### src/verilog/mgmt_pkg.sv
// constants, field layouts and types shared by both ends of the management link
// assumes one core clock and a logic-level request/answer link between the ends
//
// How it works
// device takes both short and extended frame formats
// regs 13 and 14 reach extended space indirectly
// clear-on-read fields return value, then clear
// latch-high holds one until read or reset
// latch-low holds zero until read; reset also loads zero
// retained fields survive a software reset
// reserved fields read as zero
// set-on-read field unwritable, goes high after read
// controller reads then rewrites unchanged fields
// rw clear-on-read field clears on read, reset
// rw field reloads its non-zero default on reset
// self-clearing bit reads one while function runs
// update fields take effect after soft reset
// write-only fields accept writes, reads undefined
// bar in field equations means logical OR
// read side effects hit only the addressed register
// register 22 low byte selects page, unpaged
package mgmt_pkg;
  // =====================================================
  // register numbers (page 0 unless noted)
  localparam logic [4:0] REG_CTRL = 5'h00;
  localparam logic [4:0] REG_STAT = 5'h01;
  localparam logic [4:0] REG_MMD_CTL = 5'h0d;
  localparam logic [4:0] REG_MMD_DATA = 5'h0e;
  localparam logic [4:0] REG_CFG = 5'h10;
  localparam logic [4:0] REG_EVT = 5'h12;
  localparam logic [4:0] REG_ERRCNT = 5'h13;
  localparam logic [4:0] REG_KEY = 5'h14;
  localparam logic [4:0] REG_PAGE = 5'h16;
  // =====================================================
  // field positions
  localparam int CTL_SRST_BIT = 15;
  localparam int CTL_LOOP_BIT = 14;
  localparam int CTL_AN_BIT = 12;
  localparam int CTL_RESTART_BIT = 9;
  localparam int STAT_FAULT_BIT = 4;
  localparam int STAT_LINK_BIT = 2;
  localparam int EVT_SEEN_BIT = 15;
  localparam int EVT_ANY_BIT = 14;
  localparam int CFG_UPD_LSB = 8;
  localparam int MMD_FUNC_LSB = 14;
  // =====================================================
  // reset values
  localparam logic AN_RST = 1'b1;
  localparam logic LOOP_RST = 1'b0;
  localparam logic [7:0] PAGE_RST = 8'h00;
  localparam logic [7:0] RETAIN_RST = 8'h00;
  localparam logic [3:0] UPD_RST = 4'h0;
  localparam logic [15:0] ERRCNT_RST = 16'h0000;
  localparam logic [15:0] KEY_RST = 16'h0000;
  localparam logic [15:0] ADDR_RST = 16'h0000;
  // =====================================================
  // timing counts in core clocks
  localparam logic [7:0] SRST_CYCLES = 8'h10;
  localparam logic [7:0] RESTART_CYCLES = 8'h20;
  // =====================================================
  // extended space mapping of short-frame registers
  localparam logic [4:0] C45_DEVAD_VS = 5'h03;
  localparam logic [2:0] C45_MAP_TAG = 3'h4;
  localparam logic [15:0] MASK_ALL = 16'hffff;
  typedef enum logic [1:0] {
    C45_ADDR = 2'b00, C45_WRITE = 2'b01, C45_READ_INC = 2'b10, C45_READ = 2'b11
  } c45_op_t;
  typedef enum logic [1:0] {
    MMD_ADDR = 2'b00, MMD_DATA = 2'b01, MMD_DATA_INC = 2'b10, MMD_DATA_INCW = 2'b11
  } mmd_func_t;
  typedef enum logic [1:0] {
    MODE_C22 = 2'b00, MODE_C45 = 2'b01, MODE_VIA_C22 = 2'b10, MODE_RSVD = 2'b11
  } host_mode_t;
endpackage

### src/verilog/mgmt_if.sv
// management link between station controller and device register bank
// assumes both ends share clk_sys; one request in flight at a time
`timescale 1ns/10ps
interface mgmt_if;
  // =====================================================
  // request, controller to device
  logic req_valid;
  logic req_write;
  logic req_c45;
  logic [1:0] c45_op;
  logic [4:0] devad;
  logic [4:0] reg_addr;
  logic [15:0] wdata;
  // =====================================================
  // answer, device to controller
  logic resp_valid;
  logic [15:0] rdata;
  modport dev (
    input req_valid, req_write, req_c45, c45_op, devad, reg_addr, wdata,
    output resp_valid, rdata
  );
  modport host (
    output req_valid, req_write, req_c45, c45_op, devad, reg_addr, wdata,
    input resp_valid, rdata
  );
endinterface

### src/verilog/mgmt_dev.sv
// device end: management register bank with its field access behaviours
// assumes requests come from logic on clk_sys, at most one per three cycles
`timescale 1ns/10ps
module mgmt_dev (
  // clock and reset
  input wire logic clk_sys,
  input wire logic arst_n,
  // management link
  mgmt_if.dev m,
  // status sources
  input wire logic link_up,
  input wire logic fault_in,
  input wire logic [3:0] event_in,
  input wire logic err_pulse,
  // control outputs
  output logic loopback_en,
  output logic autoneg_en,
  output logic restart_busy,
  output logic soft_reset_busy,
  output logic [7:0] retained_cfg,
  output logic [3:0] active_mode,
  output logic [15:0] key_word
);
  // =====================================================
  // state
  logic srst_reg, srst_next, restart_reg, restart_next;
  logic [7:0] srst_cnt_reg, srst_cnt_next, rs_cnt_reg, rs_cnt_next;
  logic loop_reg, loop_next, an_reg, an_next;
  logic link_ll_reg, link_ll_next, fault_lh_reg, fault_lh_next;
  logic [3:0] ev_reg, ev_next;
  logic seen_reg, seen_next;
  logic [15:0] err_reg, err_next, key_reg, key_next;
  logic [7:0] retain_reg, retain_next, page_reg, page_next;
  logic [3:0] upd_pend_reg, upd_pend_next, upd_act_reg, upd_act_next;
  logic [1:0] mmd_func_reg, mmd_func_next;
  logic [4:0] mmd_dev_reg, mmd_dev_next;
  logic [15:0] c45_addr_reg, c45_addr_next;
  logic resp_valid_reg, resp_valid_next;
  logic [15:0] rdata_reg, rdata_next;
  // =====================================================
  // decode
  logic map_on, addr_inc, hit, wr, sel;
  logic [4:0] map_dev, tgt_reg;
  logic [7:0] tgt_page;
  logic [15:0] rd_word, err_base;
  logic rd_stat, rd_evt, rd_err;
  logic wr_ctrl, wr_cfg, wr_err, wr_key, wr_page, wr_mmd_ctl, wr_mmd_data;

  always_comb begin
    map_on = 1'b0;
    addr_inc = 1'b0;
    hit = 1'b0;
    wr = m.req_write;
    map_dev = m.devad;
    tgt_reg = m.reg_addr;
    tgt_page = page_reg;
    if (m.req_valid) begin
      if (!m.req_c45) begin
        hit = 1'b1;
        // data port of the indirect window goes out to extended space
        if (m.reg_addr == mgmt_pkg::REG_MMD_DATA && mmd_func_reg != mgmt_pkg::MMD_ADDR) begin
          hit = 1'b0;
          map_on = 1'b1;
          map_dev = mmd_dev_reg;
          addr_inc = (mmd_func_reg == mgmt_pkg::MMD_DATA_INC) ||
                     (mmd_func_reg == mgmt_pkg::MMD_DATA_INCW && m.req_write);
        end
      end else begin
        map_on = (m.c45_op != mgmt_pkg::C45_ADDR);
        wr = (m.c45_op == mgmt_pkg::C45_WRITE);
        addr_inc = (m.c45_op == mgmt_pkg::C45_READ_INC);
      end
      // short-frame registers mirror at devad 3, {tag, page, reg}
      if (map_on && map_dev == mgmt_pkg::C45_DEVAD_VS && c45_addr_reg[15:13] == mgmt_pkg::C45_MAP_TAG &&
          c45_addr_reg[4:0] != mgmt_pkg::REG_MMD_CTL && c45_addr_reg[4:0] != mgmt_pkg::REG_MMD_DATA) begin
        hit = 1'b1;
        tgt_page = c45_addr_reg[12:5];
        tgt_reg = c45_addr_reg[4:0];
      end
    end
    sel = hit && (tgt_reg == mgmt_pkg::REG_PAGE || tgt_page == 8'h00);
    // strobes reach only the addressed register
    rd_stat = sel && !wr && tgt_reg == mgmt_pkg::REG_STAT;
    rd_evt = sel && !wr && tgt_reg == mgmt_pkg::REG_EVT;
    rd_err = sel && !wr && tgt_reg == mgmt_pkg::REG_ERRCNT;
    wr_ctrl = sel && wr && tgt_reg == mgmt_pkg::REG_CTRL;
    wr_cfg = sel && wr && tgt_reg == mgmt_pkg::REG_CFG;
    wr_err = sel && wr && tgt_reg == mgmt_pkg::REG_ERRCNT;
    wr_key = sel && wr && tgt_reg == mgmt_pkg::REG_KEY;
    wr_page = sel && wr && tgt_reg == mgmt_pkg::REG_PAGE;
    wr_mmd_ctl = sel && wr && tgt_reg == mgmt_pkg::REG_MMD_CTL;
    wr_mmd_data = sel && wr && tgt_reg == mgmt_pkg::REG_MMD_DATA;
    // read mux; unlisted and reserved bits stay zero
    rd_word = 16'h0000;
    if (sel) begin
      case (tgt_reg)
        mgmt_pkg::REG_CTRL: begin
          rd_word[mgmt_pkg::CTL_SRST_BIT] = srst_reg;
          rd_word[mgmt_pkg::CTL_LOOP_BIT] = loop_reg;
          rd_word[mgmt_pkg::CTL_AN_BIT] = an_reg;
          rd_word[mgmt_pkg::CTL_RESTART_BIT] = restart_reg;
        end
        mgmt_pkg::REG_STAT: begin
          rd_word[mgmt_pkg::STAT_FAULT_BIT] = fault_lh_reg;
          rd_word[mgmt_pkg::STAT_LINK_BIT] = link_ll_reg;
        end
        mgmt_pkg::REG_MMD_CTL: begin
          rd_word[mgmt_pkg::MMD_FUNC_LSB +: 2] = mmd_func_reg;
          rd_word[4:0] = mmd_dev_reg;
        end
        mgmt_pkg::REG_MMD_DATA: rd_word = c45_addr_reg;
        mgmt_pkg::REG_CFG: rd_word = {4'h0, upd_pend_reg, retain_reg};
        mgmt_pkg::REG_EVT: begin
          rd_word[3:0] = ev_reg;
          rd_word[mgmt_pkg::EVT_SEEN_BIT] = seen_reg;
          rd_word[mgmt_pkg::EVT_ANY_BIT] = ev_reg[0] | ev_reg[1] | ev_reg[2] | ev_reg[3];
        end
        mgmt_pkg::REG_ERRCNT: rd_word = err_reg;
        mgmt_pkg::REG_PAGE: rd_word[7:0] = page_reg;
        // write-only key reads back as zero
        mgmt_pkg::REG_KEY: rd_word = 16'h0000;
        default: rd_word = 16'h0000;
      endcase
    end
    c45_addr_next = c45_addr_reg;
    if (m.req_valid && m.req_c45 && m.c45_op == mgmt_pkg::C45_ADDR) begin
      c45_addr_next = m.wdata;
    end else if (wr_mmd_data) begin
      c45_addr_next = m.wdata;
    end else if (addr_inc) begin
      c45_addr_next = c45_addr_reg + 16'h0001;
    end
  end

  // =====================================================
  // field next values
  always_comb begin
    srst_next = srst_reg;
    srst_cnt_next = srst_cnt_reg;
    restart_next = restart_reg;
    rs_cnt_next = rs_cnt_reg;
    loop_next = loop_reg;
    an_next = an_reg;
    retain_next = retain_reg;
    upd_pend_next = upd_pend_reg;
    upd_act_next = upd_act_reg;
    page_next = page_reg;
    key_next = key_reg;
    mmd_func_next = mmd_func_reg;
    mmd_dev_next = mmd_dev_reg;
    // source wins over a read in the same cycle
    link_ll_next = link_up & (link_ll_reg | rd_stat);
    fault_lh_next = fault_in | (fault_lh_reg & ~rd_stat);
    ev_next = event_in | (ev_reg & ~{4{rd_evt}});
    seen_next = seen_reg | rd_evt;
    err_base = wr_err ? m.wdata : (rd_err ? 16'h0000 : err_reg);
    err_next = err_base + {15'h0000, err_pulse};
    if (wr_ctrl) begin
      loop_next = m.wdata[mgmt_pkg::CTL_LOOP_BIT];
      an_next = m.wdata[mgmt_pkg::CTL_AN_BIT];
      // writing zero to a running function does not abort it
      if (m.wdata[mgmt_pkg::CTL_RESTART_BIT]) begin
        restart_next = 1'b1;
        rs_cnt_next = mgmt_pkg::RESTART_CYCLES;
      end
      if (m.wdata[mgmt_pkg::CTL_SRST_BIT]) begin
        srst_next = 1'b1;
        srst_cnt_next = mgmt_pkg::SRST_CYCLES;
      end
    end
    if (wr_cfg) begin
      retain_next = m.wdata[7:0];
      upd_pend_next = m.wdata[mgmt_pkg::CFG_UPD_LSB +: 4];
    end
    if (wr_key) key_next = m.wdata;
    if (wr_page) page_next = m.wdata[7:0];
    if (wr_mmd_ctl) begin
      mmd_func_next = m.wdata[mgmt_pkg::MMD_FUNC_LSB +: 2];
      mmd_dev_next = m.wdata[4:0];
    end
    if (restart_reg && !(wr_ctrl && m.wdata[mgmt_pkg::CTL_RESTART_BIT])) begin
      rs_cnt_next = rs_cnt_reg - 8'h01;
      if (rs_cnt_reg == 8'h01) restart_next = 1'b0;
    end
    if (srst_reg) begin
      srst_cnt_next = srst_cnt_reg - 8'h01;
      if (srst_cnt_reg == 8'h01) begin
        // software reset completes: defaults back, retained fields kept
        srst_next = 1'b0;
        loop_next = mgmt_pkg::LOOP_RST;
        an_next = mgmt_pkg::AN_RST;
        err_next = mgmt_pkg::ERRCNT_RST;
        key_next = mgmt_pkg::KEY_RST;
        restart_next = 1'b0;
        upd_act_next = upd_pend_reg;
        retain_next = retain_reg;
        page_next = page_reg;
      end
    end
    resp_valid_next = m.req_valid;
    rdata_next = rd_word;
  end

  always_ff @(posedge clk_sys or negedge arst_n) begin
    if (!arst_n) begin
      srst_reg <= 1'b0;
      srst_cnt_reg <= 8'h00;
      restart_reg <= 1'b0;
      rs_cnt_reg <= 8'h00;
      loop_reg <= mgmt_pkg::LOOP_RST;
      an_reg <= mgmt_pkg::AN_RST;
      link_ll_reg <= 1'b0;
      fault_lh_reg <= 1'b0;
      ev_reg <= 4'h0;
      seen_reg <= 1'b0;
      err_reg <= mgmt_pkg::ERRCNT_RST;
      key_reg <= mgmt_pkg::KEY_RST;
      retain_reg <= mgmt_pkg::RETAIN_RST;
      upd_pend_reg <= mgmt_pkg::UPD_RST;
      upd_act_reg <= mgmt_pkg::UPD_RST;
      page_reg <= mgmt_pkg::PAGE_RST;
      mmd_func_reg <= mgmt_pkg::MMD_ADDR;
      mmd_dev_reg <= 5'h00;
      c45_addr_reg <= mgmt_pkg::ADDR_RST;
      resp_valid_reg <= 1'b0;
      rdata_reg <= 16'h0000;
    end else begin
      srst_reg <= srst_next;
      srst_cnt_reg <= srst_cnt_next;
      restart_reg <= restart_next;
      rs_cnt_reg <= rs_cnt_next;
      loop_reg <= loop_next;
      an_reg <= an_next;
      link_ll_reg <= link_ll_next;
      fault_lh_reg <= fault_lh_next;
      ev_reg <= ev_next;
      seen_reg <= seen_next;
      err_reg <= err_next;
      key_reg <= key_next;
      retain_reg <= retain_next;
      upd_pend_reg <= upd_pend_next;
      upd_act_reg <= upd_act_next;
      page_reg <= page_next;
      mmd_func_reg <= mmd_func_next;
      mmd_dev_reg <= mmd_dev_next;
      c45_addr_reg <= c45_addr_next;
      resp_valid_reg <= resp_valid_next;
      rdata_reg <= rdata_next;
    end
  end

  // =====================================================
  // outputs
  assign m.resp_valid = resp_valid_reg;
  assign m.rdata = rdata_reg;
  assign loopback_en = loop_reg;
  assign autoneg_en = an_reg;
  assign restart_busy = restart_reg;
  assign soft_reset_busy = srst_reg;
  assign retained_cfg = retain_reg;
  assign active_mode = upd_act_reg;
  assign key_word = key_reg;
endmodule

### src/flat_wrapper.sv
// flat-port wrapper written by rule: the top's interface ports become plain ports
module mgmt_dev_flat 
  (clk_sys, arst_n, link_up, fault_in, event_in, err_pulse, loopback_en, autoneg_en, restart_busy, soft_reset_busy, retained_cfg, active_mode, key_word, m_req_valid, m_req_write, m_req_c45, m_c45_op, m_devad, m_reg_addr, m_wdata, m_resp_valid, m_rdata);
  mgmt_if m_i ();
  input wire logic clk_sys;
  input wire logic arst_n;
  input wire logic link_up;
  input wire logic fault_in;
  input wire logic [3:0] event_in;
  input wire logic err_pulse;
  output logic loopback_en;
  output logic autoneg_en;
  output logic restart_busy;
  output logic soft_reset_busy;
  output logic [7:0] retained_cfg;
  output logic [3:0] active_mode;
  output logic [15:0] key_word;
  input wire logic [$bits(m_i.req_valid)-1:0] m_req_valid;
  input wire logic [$bits(m_i.req_write)-1:0] m_req_write;
  input wire logic [$bits(m_i.req_c45)-1:0] m_req_c45;
  input wire logic [$bits(m_i.c45_op)-1:0] m_c45_op;
  input wire logic [$bits(m_i.devad)-1:0] m_devad;
  input wire logic [$bits(m_i.reg_addr)-1:0] m_reg_addr;
  input wire logic [$bits(m_i.wdata)-1:0] m_wdata;
  output wire logic [$bits(m_i.resp_valid)-1:0] m_resp_valid;
  output wire logic [$bits(m_i.rdata)-1:0] m_rdata;
  assign m_i.req_valid = m_req_valid;
  assign m_i.req_write = m_req_write;
  assign m_i.req_c45 = m_req_c45;
  assign m_i.c45_op = m_c45_op;
  assign m_i.devad = m_devad;
  assign m_i.reg_addr = m_reg_addr;
  assign m_i.wdata = m_wdata;
  assign m_resp_valid = m_i.resp_valid;
  assign m_rdata = m_i.rdata;
  mgmt_dev u_core (.clk_sys(clk_sys), .arst_n(arst_n), .m(m_i), .link_up(link_up), .fault_in(fault_in), .event_in(event_in), .err_pulse(err_pulse), .loopback_en(loopback_en), .autoneg_en(autoneg_en), .restart_busy(restart_busy), .soft_reset_busy(soft_reset_busy), .retained_cfg(retained_cfg), .active_mode(active_mode), .key_word(key_word));
endmodule
### config.mk
export PLATFORM = sky130hd
export DESIGN_NAME = mgmt_dev_flat
export DESIGN_NICKNAME = d
export VERILOG_FILES = /design/src/verilog/mgmt_pkg.sv /design/src/verilog/mgmt_if.sv /design/src/verilog/mgmt_dev.sv /design/src/flat_wrapper.sv
export SDC_FILE = /design/constraint.sdc
export NUM_CORES = 1
export LEC_CHECK = 0
export BUFFER_PORTS_ARGS = -buffer_cell sky130_fd_sc_hd__buf_4
export CAP_MARGIN = 20
export CORE_MARGIN = 5
export CORE_UTILIZATION = 30
export CTS_BUF_LIST = sky130_fd_sc_hd__clkbuf_4
export DETAILED_ROUTE_END_ITERATION = 7
export SYNTH_ARGS = -nofsm -noshare
export SYNTH_HDL_FRONTEND = slang
export SYNTH_SLANG_ARGS = --single-unit
### constraint.sdc
create_clock -name clk_sys -period 3.5 [get_ports clk_sys]
set_clock_uncertainty 0.05 [all_clocks]
set_input_delay 0.525 -clock clk_sys [delete_from_list [all_inputs] [get_ports clk_sys]]
set_output_delay 0.525 -clock clk_sys [all_outputs]
set_load 0.01 [all_outputs]
# Word level (Yosys, flattened, before mapping)
# Index checks and enable logic that the tools add are counted.
classes:
  addsub: 4
  n_eq_ne: 20
  mux: 69
  bitwise_logic: 12
  n_reduce_logical: 40
ops:
  columns: ["cell", "n"]
  rows:
  - ["2-to-1 mux 16 bit", 11]
  - ["2-to-1 mux 8 bit", 14]
  - ["2-to-1 mux 1 bit", 28]
  - ["equality test 5 bit (second input constant)", 5]
  - ["2-to-1 mux 5 bit", 5]
  - ["logical AND 1 bit", 23]
  - ["adder 16 x 1 -> 16 bit", 1]
  - ["adder 16 x 1 -> 16 bit (second input constant)", 1]
  - ["equality test 8 x 1 -> 1 bit (second input constant)", 2]
  - ["subtractor 8 x 1 -> 8 bit (second input constant)", 2]
  - ["equality test 5 x 4 -> 1 bit (second input constant)", 3]
  - ["case mux 1 bit (6 select lines)", 2]
  - ["case mux 2 bit (6 select lines)", 1]
  - ["case mux 3 bit (4 select lines)", 1]
  - ["nonzero test 2 bit", 6]
  - ["inequality test 5 x 4 -> 1 bit (second input constant)", 2]
  - ["case mux 2 bit (5 select lines)", 1]
  - ["zero test 8 bit", 1]
  - ["case mux 1 bit (7 select lines)", 1]
  - ["equality test 2 bit (second input constant)", 3]
  - ["bitwise OR 1 bit", 6]
  - ["case mux 1 bit (3 select lines)", 2]
  - ["case mux 2 bit (3 select lines)", 1]
  - ["AND reduction 2 bit", 3]
  - ["17 further kinds", 20]
word_totals:
  register_bits: 123
  in_bits: 40
  output_inout_bits: 49
  wordCells: 166

# Depth between registers and ports, before layout
# Gate-level depths: netlist (run 1).
depth:
  ltp_word: 23
  mapped_depth: 19
  mapped_depth_nobuf: 16

# Worst setup path before layout (run 1)
# No wires, ideal clock.
synth_timing:
  path_kind: "input port to flip-flop"
  startpoint: "in m_reg_addr[1]"
  endpoint: "reg u_core.err_reg[13]"
  setup_time_ps: 124
  arrival_time_ps: 3450
  t_required_ps: 3326
  path_slack_ps: -124
  cell_stages: 17
  path_buffers: 3
  path_cell_list: "nor2b_1 > buf_2 > and2_4 > a41o_1 > buf_4 > and3_1 > nor2_1 > buf_2 > nand2_1 > nand2_1 > ha_1 > and2_1 > o2111ai_1 > nor3_1 > o211ai_1 > and3_1 > or2_1"
synth_via:
  elab_chain_cells: 22
  elab_cells_between_ends: 35
  classes_between: "add/sub (1); eq/ne (4); mux (18); reduce/logical (12)"
synth_lines:
  columns: ["item", "line_no", "text"]
  rows:
  - ["from (decl)", "flat_wrapper.sv:23", "input wire logic [$bits(m_i.reg_addr)-1:0] m_reg_addr;"]
  - ["equality test 5 x 4 -> 1 bit", "mgmt_dev.sv:61", "if (m.reg_addr == mgmt_pkg::REG_MMD_DATA && mmd_func_reg != mgmt_pkg::MMD_ADDR) begin"]
  - ["logical AND 1 bit", "mgmt_dev.sv:61", null]
  - ["2-to-1 mux 5 bit", "mgmt_dev.sv:61", null]
  - ["2-to-1 mux 5 bit", "mgmt_dev.sv:58", "if (!m.req_c45) begin"]
  - ["2-to-1 mux 5 bit", "mgmt_dev.sv:57", "if (m.req_valid) begin"]
  - ["equality test 5 x 2 -> 1 bit", "mgmt_dev.sv:74", "if (map_on && map_dev == mgmt_pkg::C45_DEVAD_VS && c45_addr_reg[15:13] == mgmt_pkg::C45_MAP_TAG &&"]
  - ["logical AND 1 bit (3 in series)", "mgmt_dev.sv:74", null]
  - ["logical AND 1 bit", "mgmt_dev.sv:75", "c45_addr_reg[4:0] != mgmt_pkg::REG_MMD_CTL && c45_addr_reg[4:0] != mgmt_pkg::REG_MMD_DATA) begin"]
  - ["(+4 left out)", null, null]
  - ["logical AND 1 bit", "mgmt_dev.sv:81", "sel = hit && (tgt_reg == mgmt_pkg::REG_PAGE || tgt_page == 8'h00);"]
  - ["logical AND 1 bit (2 in series)", "mgmt_dev.sv:85", "rd_err = sel && !wr && tgt_reg == mgmt_pkg::REG_ERRCNT;"]
  - ["2-to-1 mux 16 bit", "mgmt_dev.sv:156", "err_base = wr_err ? m.wdata : (rd_err ? 16'h0000 : err_reg);"]
  - ["2-to-1 mux 16 bit (*)", "mgmt_dev.sv:156", null]
  - ["adder 16 x 1 -> 16 bit (*)", "mgmt_dev.sv:157", "err_next = err_base + {15'h0000, err_pulse};"]
  - ["2-to-1 mux 16 bit", "mgmt_dev.sv:187", "if (srst_cnt_reg == 8'h01) begin"]
  - ["2-to-1 mux 16 bit (*)", "mgmt_dev.sv:185", "if (srst_reg) begin"]
  - ["via u_core.err_next[13]", "mgmt_dev.sv:32", "logic [15:0] err_reg, err_next, key_reg, key_next;"]
  - ["to (signal assigned)", "mgmt_dev.sv:216", "err_reg <= mgmt_pkg::ERRCNT_RST;"]
  - ["to (signal assigned)", "mgmt_dev.sv:238", "err_reg <= err_next;"]
  - ["to (decl)", "mgmt_dev.sv:32", null]
# Mark *: on every way through the listed nets, which the timed path passes. The rest lies on a longest branch. The select of a mux whose other input is x is not followed.
# A chain may end at the register's enable or synchronous reset.

# Worst setup path in the final report (run 1)
layout_timing:
  startpoint: "reg u_core.mmd_func_reg[1]"
  endpoint: "reg u_core.err_reg[11]"
layout_via:
  elab_chain_cells: 22
  elab_cells_between_ends: 35
  classes_between: "add/sub (1); eq/ne (3); mux (18); reduce/logical (13)"
layout_lines:
  columns: ["item", "line_no", "text"]
  rows:
  - ["from (decl)", "mgmt_dev.sv:35", "logic [1:0] mmd_func_reg, mmd_func_next;"]
  - ["from (signal assigned)", "mgmt_dev.sv:222", "mmd_func_reg <= mgmt_pkg::MMD_ADDR;"]
  - ["from (signal assigned)", "mgmt_dev.sv:244", "mmd_func_reg <= mmd_func_next;"]
  - ["nonzero test 2 bit (*)", "mgmt_dev.sv:61", null]
  - ["logical AND 1 bit (*)", "mgmt_dev.sv:61", null]
  - ["2-to-1 mux 5 bit", "mgmt_dev.sv:61", null]
  - ["2-to-1 mux 5 bit", "mgmt_dev.sv:58", null]
  - ["2-to-1 mux 5 bit", "mgmt_dev.sv:57", null]
  - ["equality test 5 x 2 -> 1 bit", "mgmt_dev.sv:74", null]
  - ["logical AND 1 bit (3 in series)", "mgmt_dev.sv:74", null]
  - ["logical AND 1 bit", "mgmt_dev.sv:75", null]
  - ["(+4 left out)", null, null]
  - ["logical AND 1 bit", "mgmt_dev.sv:81", null]
  - ["logical AND 1 bit (2 in series)", "mgmt_dev.sv:85", null]
  - ["2-to-1 mux 16 bit", "mgmt_dev.sv:156", null]
  - ["2-to-1 mux 16 bit (*)", "mgmt_dev.sv:156", null]
  - ["adder 16 x 1 -> 16 bit (*)", "mgmt_dev.sv:157", null]
  - ["2-to-1 mux 16 bit", "mgmt_dev.sv:187", null]
  - ["2-to-1 mux 16 bit (*)", "mgmt_dev.sv:185", null]
  - ["via u_core.err_next[11]", "mgmt_dev.sv:32", null]
# Marks and branches as above.

==> results of run 1 <==
## per-layer routing
| layer | global-route usage, % | part of all wire [%] |
|---|---|---|
| met1 | 23.47 | 44 |
| met2 | 27.87 | 47 |
| met3 | 3.695 | 6.3 |
| met4 | 5.452 | 2.3 |
| met5 | 0 | 0 |
## layout make-up
type                       count  area [sq um]
inverter                      18         67.56
clock inverter                13         153.9
clock buffer                  19         142.6
tap                          313         391.6
timing repair buffer         151          1174
multi-input combinational    523          3711
fill                        2297         14060
sequential                   123          3079
antenna                        1         2.502
## layout by cell type (no fill, tap or decap), types with 6 or more instances in the layout
cell type    n
a211oi_1    13
a21o_1       7
a21oi_1     17
a222oi_1     7
a22oi_1     27
a31oi_1     16
and2_1       6
and3_1      12
buf_4      147
clkbuf_4    19
dfrtp_1    122
ha_1         9
inv_1       18
mux2_1       6
mux2_2      35
mux2i_1     29
nand2_1     62
nand3_1     32
nand4_1     10
nor2_1      61
nor3_1      17
nor4_1      14
o21ai_0     14
xnor2_1     24
xor2_1      14
## worst register-to-register path: stages (launching register included)
cell	delay, ps
dfrtp_1	430
or2_2	360
a311o_1	320
or3_4	390
nand2_1	100
nand3_1	80
nand2_1	110
ha_2	200
and2_1	150
o2111ai_1	170
nor3_2	320
buf_4	180
nand3_1	70
mux2i_1	180
mux2i_1	200
## what timing repair did
item / CTS / global route
buffers inserted: 0 / 1
endpoints found under the setup margin: 0 / 9
gates resized for setup: 0 / 6
endpoints found under the hold margin: 30 / 0
hold buffers: 1 / 0
## kinds of logic (layout without fill, tap and decap cells)
family,after synthesis,in the layout
adders and majority gates,10,10
and+or+nand+nor,254,254
muxes,72,72
DFF,123,123
other,0,1
xor gates and xnor gates,38,38
buffers and inverters,52,201
AOI/OAI and AO/OA,149,149
## through the flow
step | worst slack [ps] | setup TNS (ps) | hold slack [ps]
after global placement | 121.4 | 0 | 420.5
after floorplan | 42.81 | 0 | 179.4
after global routing | -7.120 | -10.78 | 37.34
final | 129.9 | 0 | 67.23
after CTS | 122.2 | 0 | 21.40
after detailed placement | 49.19 | 0 | 423.3
## how the worst min path moves through the flow
stage	startpoint	to	cells after the start	slack, ps
detailed placement	u_core.active_mode[3]$_DFFE_PN0P_	u_core.active_mode[3]$_DFFE_PN0P_	2	420
global placement	u_core.fault_lh_reg$_DFF_PN0_	u_core.fault_lh_reg$_DFF_PN0_	1	420
finish	m_req_valid	u_core.m.resp_valid$_DFF_PN0_	1	70
CTS	m_req_valid	u_core.m.resp_valid$_DFF_PN0_	1	20
global route	m_req_valid	u_core.m.resp_valid$_DFF_PN0_	1	40
floorplan	arst_n	u_core.active_mode[0]$_DFFE_PN0P_	0	180
## report_power, final
| group | leakage, nW | internal, mW | switching (mW) |
|---|---|---|---|
| Clock | 0.157 | 0.505 | 0.581 |
| Combinational | 2.26 | 0.503 | 0.595 |
| Sequential | 1.57 | 1.66 | 0.297 |
==> impl_metrics.toml, run 1 <==
[synth]
synth_compound_area_share_pct = 16.54
synthAdderAreaFrac_pct = 1.790
synth_warnings = 0
synth_ff_type = "dfrtp_1"
synth_cell_types = 77
syn_nets = 748
synth_top_area_share_pct = 43.67
syn_area_sq_mm = 0.006990
synthMuxAreaShare_pct = 11.28
postSynth.asyncResetShare_pct = 100.0
synth_commonest_cells = "dfrtp_1, nand2_1, nor2_1"
ys_seq_area_share_pct = 44.05
avgSynthCellArea_sq_um = 10.01
synth.area.top_cells = "dfrtp_1, mux2_2, mux2i_1"
synth-edff-count = 0
synth_xor_area_share_pct = 4.761
synth_top_family_by_area = "simple AND/OR/NAND/NOR gates"
yosys.area_share.simple_pct = 18.19
syn_inst = 698
synth_seq_cells = 123
yosys.area.top_type = "dfrtp_1"
synth_most_common_cell = "dfrtp_1"

[power]
p_leak_nw = 3.995
power.density_mw_per_mm2 = 474.5
power_mw = 4.139
ir_worst_vdd_mv = 0.1756

[worst_setup_path]
crit_end = "u_core.err_reg[11]$_DFF_PN0_"
r2r_start = "u_core.mmd_func_reg[1]$_DFFE_PN0P_"
reg2regPathDepth = 14
cp_slowest_stage_delay_ps = 430
crit_type = "flip-flop to flip-flop"
rrSetupSlack_ps = 130
crit_required_ps = 3930
crit_fanout = 4
crit_path_top_delay_cell = "dfrtp_1"
critPathBufInv = 1
cp-end-kind = "flip-flop"
worstPathCellList = "or2_2, a311o_1, or3_4, nand2_1, nand3_1, nand2_1, ha_2, and2_1, o2111ai_1, nor3_2, buf_4, nand3_1, mux2i_1, mux2i_1"
start_kind = "flip-flop"
critical_path_depth = 14
r2r_end = "u_core.err_reg[11]$_DFF_PN0_"
crit_start = "u_core.mmd_func_reg[1]$_DFFE_PN0P_"
arrival_ps = 3800
critical_path.top_delay_family = "simple AND/OR/NAND/NOR gates"

[sta]
finalCritPeriodShare_pct = 96.29
slew_headroom_pct = 50.50
finalMaxSlewViolations = 0
hold_viol = 0
worst_pin_slew_ps = 739.8
setup-violations-final = 0
fmax_mhz = 296.7
period_needed_ps = 3370

[drt]
drc = 0
routedWlPerCell_microns = 19.88
routed_wl_microns = 23080
first_pass_iters = 7
via_count = 6240
ant_nets = 0
drt_iter0_markers = 513
avgViaCountPerCell = 5.375

[final_layout]
utilization_pct = 38.29
drive_gt1_share_pct = 29.63
area_delta_synth_final_pct = 24.77
layout.cells.non_filler = 1161
final_nets = 884
stdcell_area_sq_mm = 0.008722

[die]
ioPinCount = 89
die_x_microns = 162.7
rows = 55
initial_core_util_pct = 30.69
die-area_sq_mm = 0.02646
coreArea_sq_mm = 0.02278
die_h_microns = 162.7

[placement]
dp_hpwl_microns = 17100
portBuffers = 88
gp_congestion = 0.9517
numPlacedInstances = 1126
placed_area_sq_mm = 0.008381

[global_route]
grt_pass1_vias = 5986
antenna_found_initial = 1
grtUsageTotal_pct = 17.34
grt_overflow = 0
grt_pass1_wl_microns = 35330
grt_start_max_net_pins = 67

[run_status]
status = "completed"

[clocking]
cts_buffers = 17
clock_latency_ps = 560
cts_tree = "done"
clockBufferDepth = 2
cts-htree-levels = 4
clock-sinks = 123
clkTransAtPathRegs_ps = 130
cts_root_buf = "clkbuf_4"

[worst_hold_path]
hp-class = "input port to flip-flop"

[run]
cap_violations = 0
Power figures use the tool's default switching activity.
==> run 2, diff against run 1 <==
==> constraint.sdc (replaced) <==
create_clock -name clk_sys -period 3.5 [get_ports clk_sys]
set_clock_uncertainty 0.05 [all_clocks]
set_input_delay 0.35 -clock clk_sys [delete_from_list [all_inputs] [get_ports clk_sys]]
set_output_delay 0.35 -clock clk_sys [all_outputs]
set_load 0.01 [all_outputs]
==> run 2 against run 1 <==
Compared with the run above:
- sequential share of layout area hardly changed
- first-iteration DRC count rose by 62%
- core utilization is essentially flat
- critical path depth unchanged
- setup slack gained 84 ps
- register-to-register slack better by 80 ps
- clock-buffer cell count fell by 1
- wire length rose by 0.73%
- die area did not move
- global-route usage grew 0.49 points
- largest cell class unchanged
- cell count fell by 0.52%
==> impl_metrics.toml, run 2 (same netlist as run 1, synthesis figures left out) <==
[worst_setup_path]
crit_fanout = 4
r2r_start = "u_core.mmd_func_reg[0]$_DFFE_PN0P_"
crit_path_top_delay_cell = "dfrtp_1"
r2r_end = "u_core.err_reg[13]$_DFF_PN0_"
critical_path_depth = 14
arrival_ps = 3700
worstPathCellList = "or2_2, a311o_1, or3_4, nand2_2, nand3_1, nand2_1, ha_2, and2_1, o2111ai_2, nor3_2, buf_4, o211ai_1, and3_1, or2_1"
crit_start = "u_core.mmd_func_reg[0]$_DFFE_PN0P_"
critical_path.top_delay_family = "simple AND/OR/NAND/NOR gates"
reg2regPathDepth = 14
rrSetupSlack_ps = 210
start_kind = "flip-flop"
cp_slowest_stage_delay_ps = 440
critPathBufInv = 1
crit_type = "flip-flop to flip-flop"
cp-end-kind = "flip-flop"
crit_required_ps = 3910

[sta]
worst_pin_slew_ps = 894.7
period_needed_ps = 3286
worst_slack_ps = 213.6
slew_headroom_pct = 40.35
finalMaxSlewViolations = 0
hold_viol = 0
finalCritPeriodShare_pct = 93.90
setup-violations-final = 0
fmax_mhz = 304.3
final.setup.tns_ps = 0

[placement]
post-place-ws_ps = 2.797
gp_congestion = 0.9640
dp_hpwl_microns = 17160
placed_area_sq_mm = 0.008228
portBuffers = 88
numPlacedInstances = 1109

[drt]
routed_wl_microns = 23250
drt_iter0_markers = 833
via_count = 6316
ant_nets = 0
routedWlPerCell_microns = 20.13
first_pass_iters = 6
drc = 0
avgViaCountPerCell = 5.468

[die]
die-area_sq_mm = 0.02646
initial_core_util_pct = 30.69
die_h_microns = 162.7
ioPinCount = 89
rows = 55
die_x_microns = 162.7
coreArea_sq_mm = 0.02278

[final_layout]
multi_input_area_sq_mm = 0.003710
stdcell_area_sq_mm = 0.008723
final_cell_mix = "buf_4, dfrtp_1, nor2_1"
regArea_sq_mm = 0.003079
area_delta_synth_final_pct = 24.79
final_nets = 878
layout.cells.non_filler = 1155
fillers = 2255
drive_gt1_share_pct = 27.94
final_common_cell = "buf_4"
utilization_pct = 38.30

[clocking]
cts_buffers = 17
cts-htree-levels = 4
clkTransAtPathRegs_ps = 130
clock-sinks = 123
cts_root_buf = "clkbuf_4"
clockBufferDepth = 2
clock_latency_ps = 560
cts_tree = "done"

[run_status]
status = "completed"

[global_route]
antenna_found_initial = 1
grt_pass1_wl_microns = 36640
grt_start_max_net_pins = 64
grtUsageTotal_pct = 17.84
grt_pass1_vias = 6362
grt_overflow = 0

[power]
ir_worst_vdd_mv = 0.1563
p_leak_nw = 3.968
power.density_mw_per_mm2 = 485.6

[worst_hold_path]
hold-path-cell-count = 2
hp-class = "input port to flip-flop"
hp-start = "m_wdata[11]"
min_to = "u_core.c45_addr_reg[11]$_DFFE_PN0P_"

[run]
cap_violations = 0
## run 2: per-stage QoR
stage / power, mW / hold slack (ps)
floorplan: 2.606 / 4.409
global placement: 3.030 / 407.8
detailed placement: 3.060 / 418.1
CTS: 4.251 / 8.934
global route: 4.482 / 23.67
finish: 4.236 / 53.86
## run 2: final cells by class
class / count / area share [%]
Tap cell: 313 / 4.489
Multi-Input combinational cell: 523 / 42.53
Clock inverter: 14 / 2.223
Antenna cell: 1 / 0.02869
Timing Repair Buffer: 145 / 13.11
Sequential cell: 123 / 35.30
Inverter: 18 / 0.7745
Clock buffer: 18 / 1.549
## run 2: where the power goes
group	switching (mW)	total [mW]	internal (mW)
Combinational	0.603	1.11	0.512
Sequential	0.295	1.95	1.66
Clock	0.589	1.17	0.579
## run 2: timing repair
item / in CTS / in global routing
setup buffers: 0 / 1
setup endpoints to repair: 1 / 7
gates resized for setup: 1 / 7
hold buffers: 12 / 0
pin swaps: 0 / 3
endpoints found under the hold margin: 73 / 0
## run 2: per-layer routing
metal / global-route usage [%] / part of all wire (%)
met5: 0 / 0
met4: 6.939 / 3.2
met3: 4.606 / 8.1
met2: 27.70 / 45
met1: 23.91 / 43
## run 2: how the worst max path moves through the flow
stage | end | slack [ps]
finish | u_core.err_reg[13]$_DFF_PN0_ | 210
global route | u_core.err_reg[15]$_DFF_PN0_ | -8
CTS | u_core.err_reg[10]$_DFF_PN0_ | 70
detailed placement | u_core.err_reg[10]$_DFF_PN0_ | 3
global placement | u_core.err_reg[10]$_DFF_PN0_ | 160
floorplan | u_core.err_reg[13]$_DFF_PN0_ | 0.4
==> run 3, diff against run 2 <==
BUFFER_PORTS_ARGS = default   (was -buffer_cell sky130_fd_sc_hd__buf_4)
CTS_BUF_LIST = default   (was sky130_fd_sc_hd__clkbuf_4)
DONT_BUFFER_PORTS = 1   (was default)
==> run 3 against run 2 <==
Compared with the run above:
- cell count down 7.9%
- register-to-register slack worse by 30 ps
- non-clock buffer count down 89
- combinational power down 8%
- clock power up 52%
- cell area down 4.9%
- fmax down 0.84%
- sequential power about the same
- wire length down 1.5%
- sequential cell count unchanged
- largest power group unchanged
- highest routed layer unchanged
==> impl_metrics.toml, run 3 (same netlist as run 1, synthesis figures left out) <==
[power]
seqPwrFrac_pct = 41.2
swShare_pct = 31.18
internal_power_mw = 3.275
p_clk_share_pct = 37.4
combinationalPowerShare_pct = 21.4
p_leak_nw = 3.617
power.density_mw_per_mm2 = 573.7
switchingPower_mw = 1.484
ir_worst_vdd_mv = 0.3503

[worst_setup_path]
crit_type = "flip-flop to flip-flop"
cp_slowest_stage_delay_ps = 400
crit_fanout = 4
critical_path.top_delay_family = "simple AND/OR/NAND/NOR gates"
crit_required_ps = 3760
worstPathCellList = "or2_2, a311o_1, or3_1, nand2_2, nand3_1, nand2_1, ha_1, and2_1, o2111ai_1, nor3_1, buf_4, o211ai_1, and3_1, or2_1"
arrival_ps = 3570
cp-end-kind = "flip-flop"
start_kind = "flip-flop"
critPathBufInv = 1
crit_path_top_delay_cell = "dfrtp_1"
r2r_start = "u_core.mmd_func_reg[1]$_DFFE_PN0P_"
crit_start = "u_core.mmd_func_reg[1]$_DFFE_PN0P_"

[global_route]
grt_pass1_wl_microns = 35020
grtUsageTotal_pct = 17.38
antenna_found_initial = 0
grt_pass1_vias = 5823
grt_overflow = 0
grt_start_max_net_pins = 124

[die]
coreArea_sq_mm = 0.02278
die_h_microns = 162.7
die_x_microns = 162.7
die-area_sq_mm = 0.02646
rows = 55
initial_core_util_pct = 30.69
ioPinCount = 89

[final_layout]
multi_input_area_sq_mm = 0.003686
fillers = 2282
final_cell_mix = "dfrtp_1, nor2_1, nand2_1"
diodes = 0
final_common_cell = "dfrtp_1"
stdcell_area_sq_mm = 0.008294
drive_gt1_share_pct = 18.24
regArea_sq_mm = 0.003079
area_delta_synth_final_pct = 18.65
final_nets = 789

[drt]
ant_nets = 0
via_count = 5962
routed_wl_microns = 22900
first_pass_iters = 8
drt_iter0_markers = 692
routedWlPerCell_microns = 21.52
drc = 0
avgViaCountPerCell = 5.603

[clocking]
cts-htree-levels = 4
cts_root_buf = "clkbuf_16"
clkTransAtPathRegs_ps = 60
cts_buffers = 17
clockBufferDepth = 2
clock_latency_ps = 420
clock-sinks = 123
cts_tree = "done"

[sta]
period_needed_ps = 3314
holdWs_ps = 14.93
fmax_mhz = 301.7
worst_pin_slew_ps = 785.6
final.setup.tns_ps = 0
finalMaxSlewViolations = 0
hold_viol = 0
finalCritPeriodShare_pct = 94.69
rsz0062_at_grt = "false"
setup-violations-final = 0
slew_headroom_pct = 46.94

[run]
cap_violations = 0

[run_status]
status = "completed"

[placement]
placed_area_sq_mm = 0.007548
gp_congestion = 0.9599
dp_hpwl_microns = 16550
portBuffers = 0

[worst_hold_path]
hp-class = "input port to flip-flop"
hp-start = "m_wdata[8]"
[run 3: routing by layer]
layer	GRT usage [%]	wire (microns)
met5	0	0
met4	6.481	743
met3	5.239	2068
met2	27.47	10550
met1	22.54	9541
[run 3: power by group through the flow]
stage	Clock, mW	Sequential, mW	Combinational, mW
global route	1.88	1.99	1.14
finish	1.78	1.96	1.02
CTS	1.82	1.96	1.01
global placement	0	1.98	0.934
detailed placement	0	1.98	0.961
floorplan	0	1.89	0.715
[run 3: final timing paths]
path,to,slack (ps),cells past startpoint
hold reg to reg,u_core.seen_reg$_DFF_PN0_,430,1
setup / recovery,u_core.err_reg[13]$_DFF_PN0_,190,14
max in group asynchronous,u_core.rs_cnt_reg[4]$_DFFE_PN0P_,2420,2
setup reg to reg,u_core.err_reg[13]$_DFF_PN0_,190,14
min in group asynchronous,u_core.ev_reg[1]$_DFF_PN0_,510,2
hold / removal,u_core.c45_addr_reg[8]$_DFFE_PN0P_,10,1
[run 3: final cells by class]
cell class	count	area share, %
clock inverters	7	1.388
flip-flops and latches	123	37.12
well taps	313	4.722
inverters	18	0.8146
multi-input cells	523	44.44
clock buffers	24	5.687
repair buffers	56	5.823
[run 3: per-stage QoR]
| step | std cells | setup slack [ps] | total power [mW] | utilization, % |
|---|---|---|---|---|
| 2_1_floorplan | 698 | 0.4288 | 2.606 | - |
| 3_3_place_gp | 1020 | 187.9 | 2.909 | 33.14 |
| 3_5_place_dp | 1020 | 131.5 | 2.936 | 33.14 |
| 4_1_cts | 1064 | 112.3 | 4.787 | 36.36 |
| 5_1_grt | 1064 | 7.687 | 5.005 | 36.41 |
| 6_report | 1064 | 185.9 | 4.759 | 36.41 |
[run 3: repair_timing]
action                                  4_1_cts  5_1_grt
buffers inserted                              0        0
endpoints found under the setup margin        0        5
hold buffers                                 13        0
endpoints found under the hold margin       134        0
gates resized for setup                       0        3
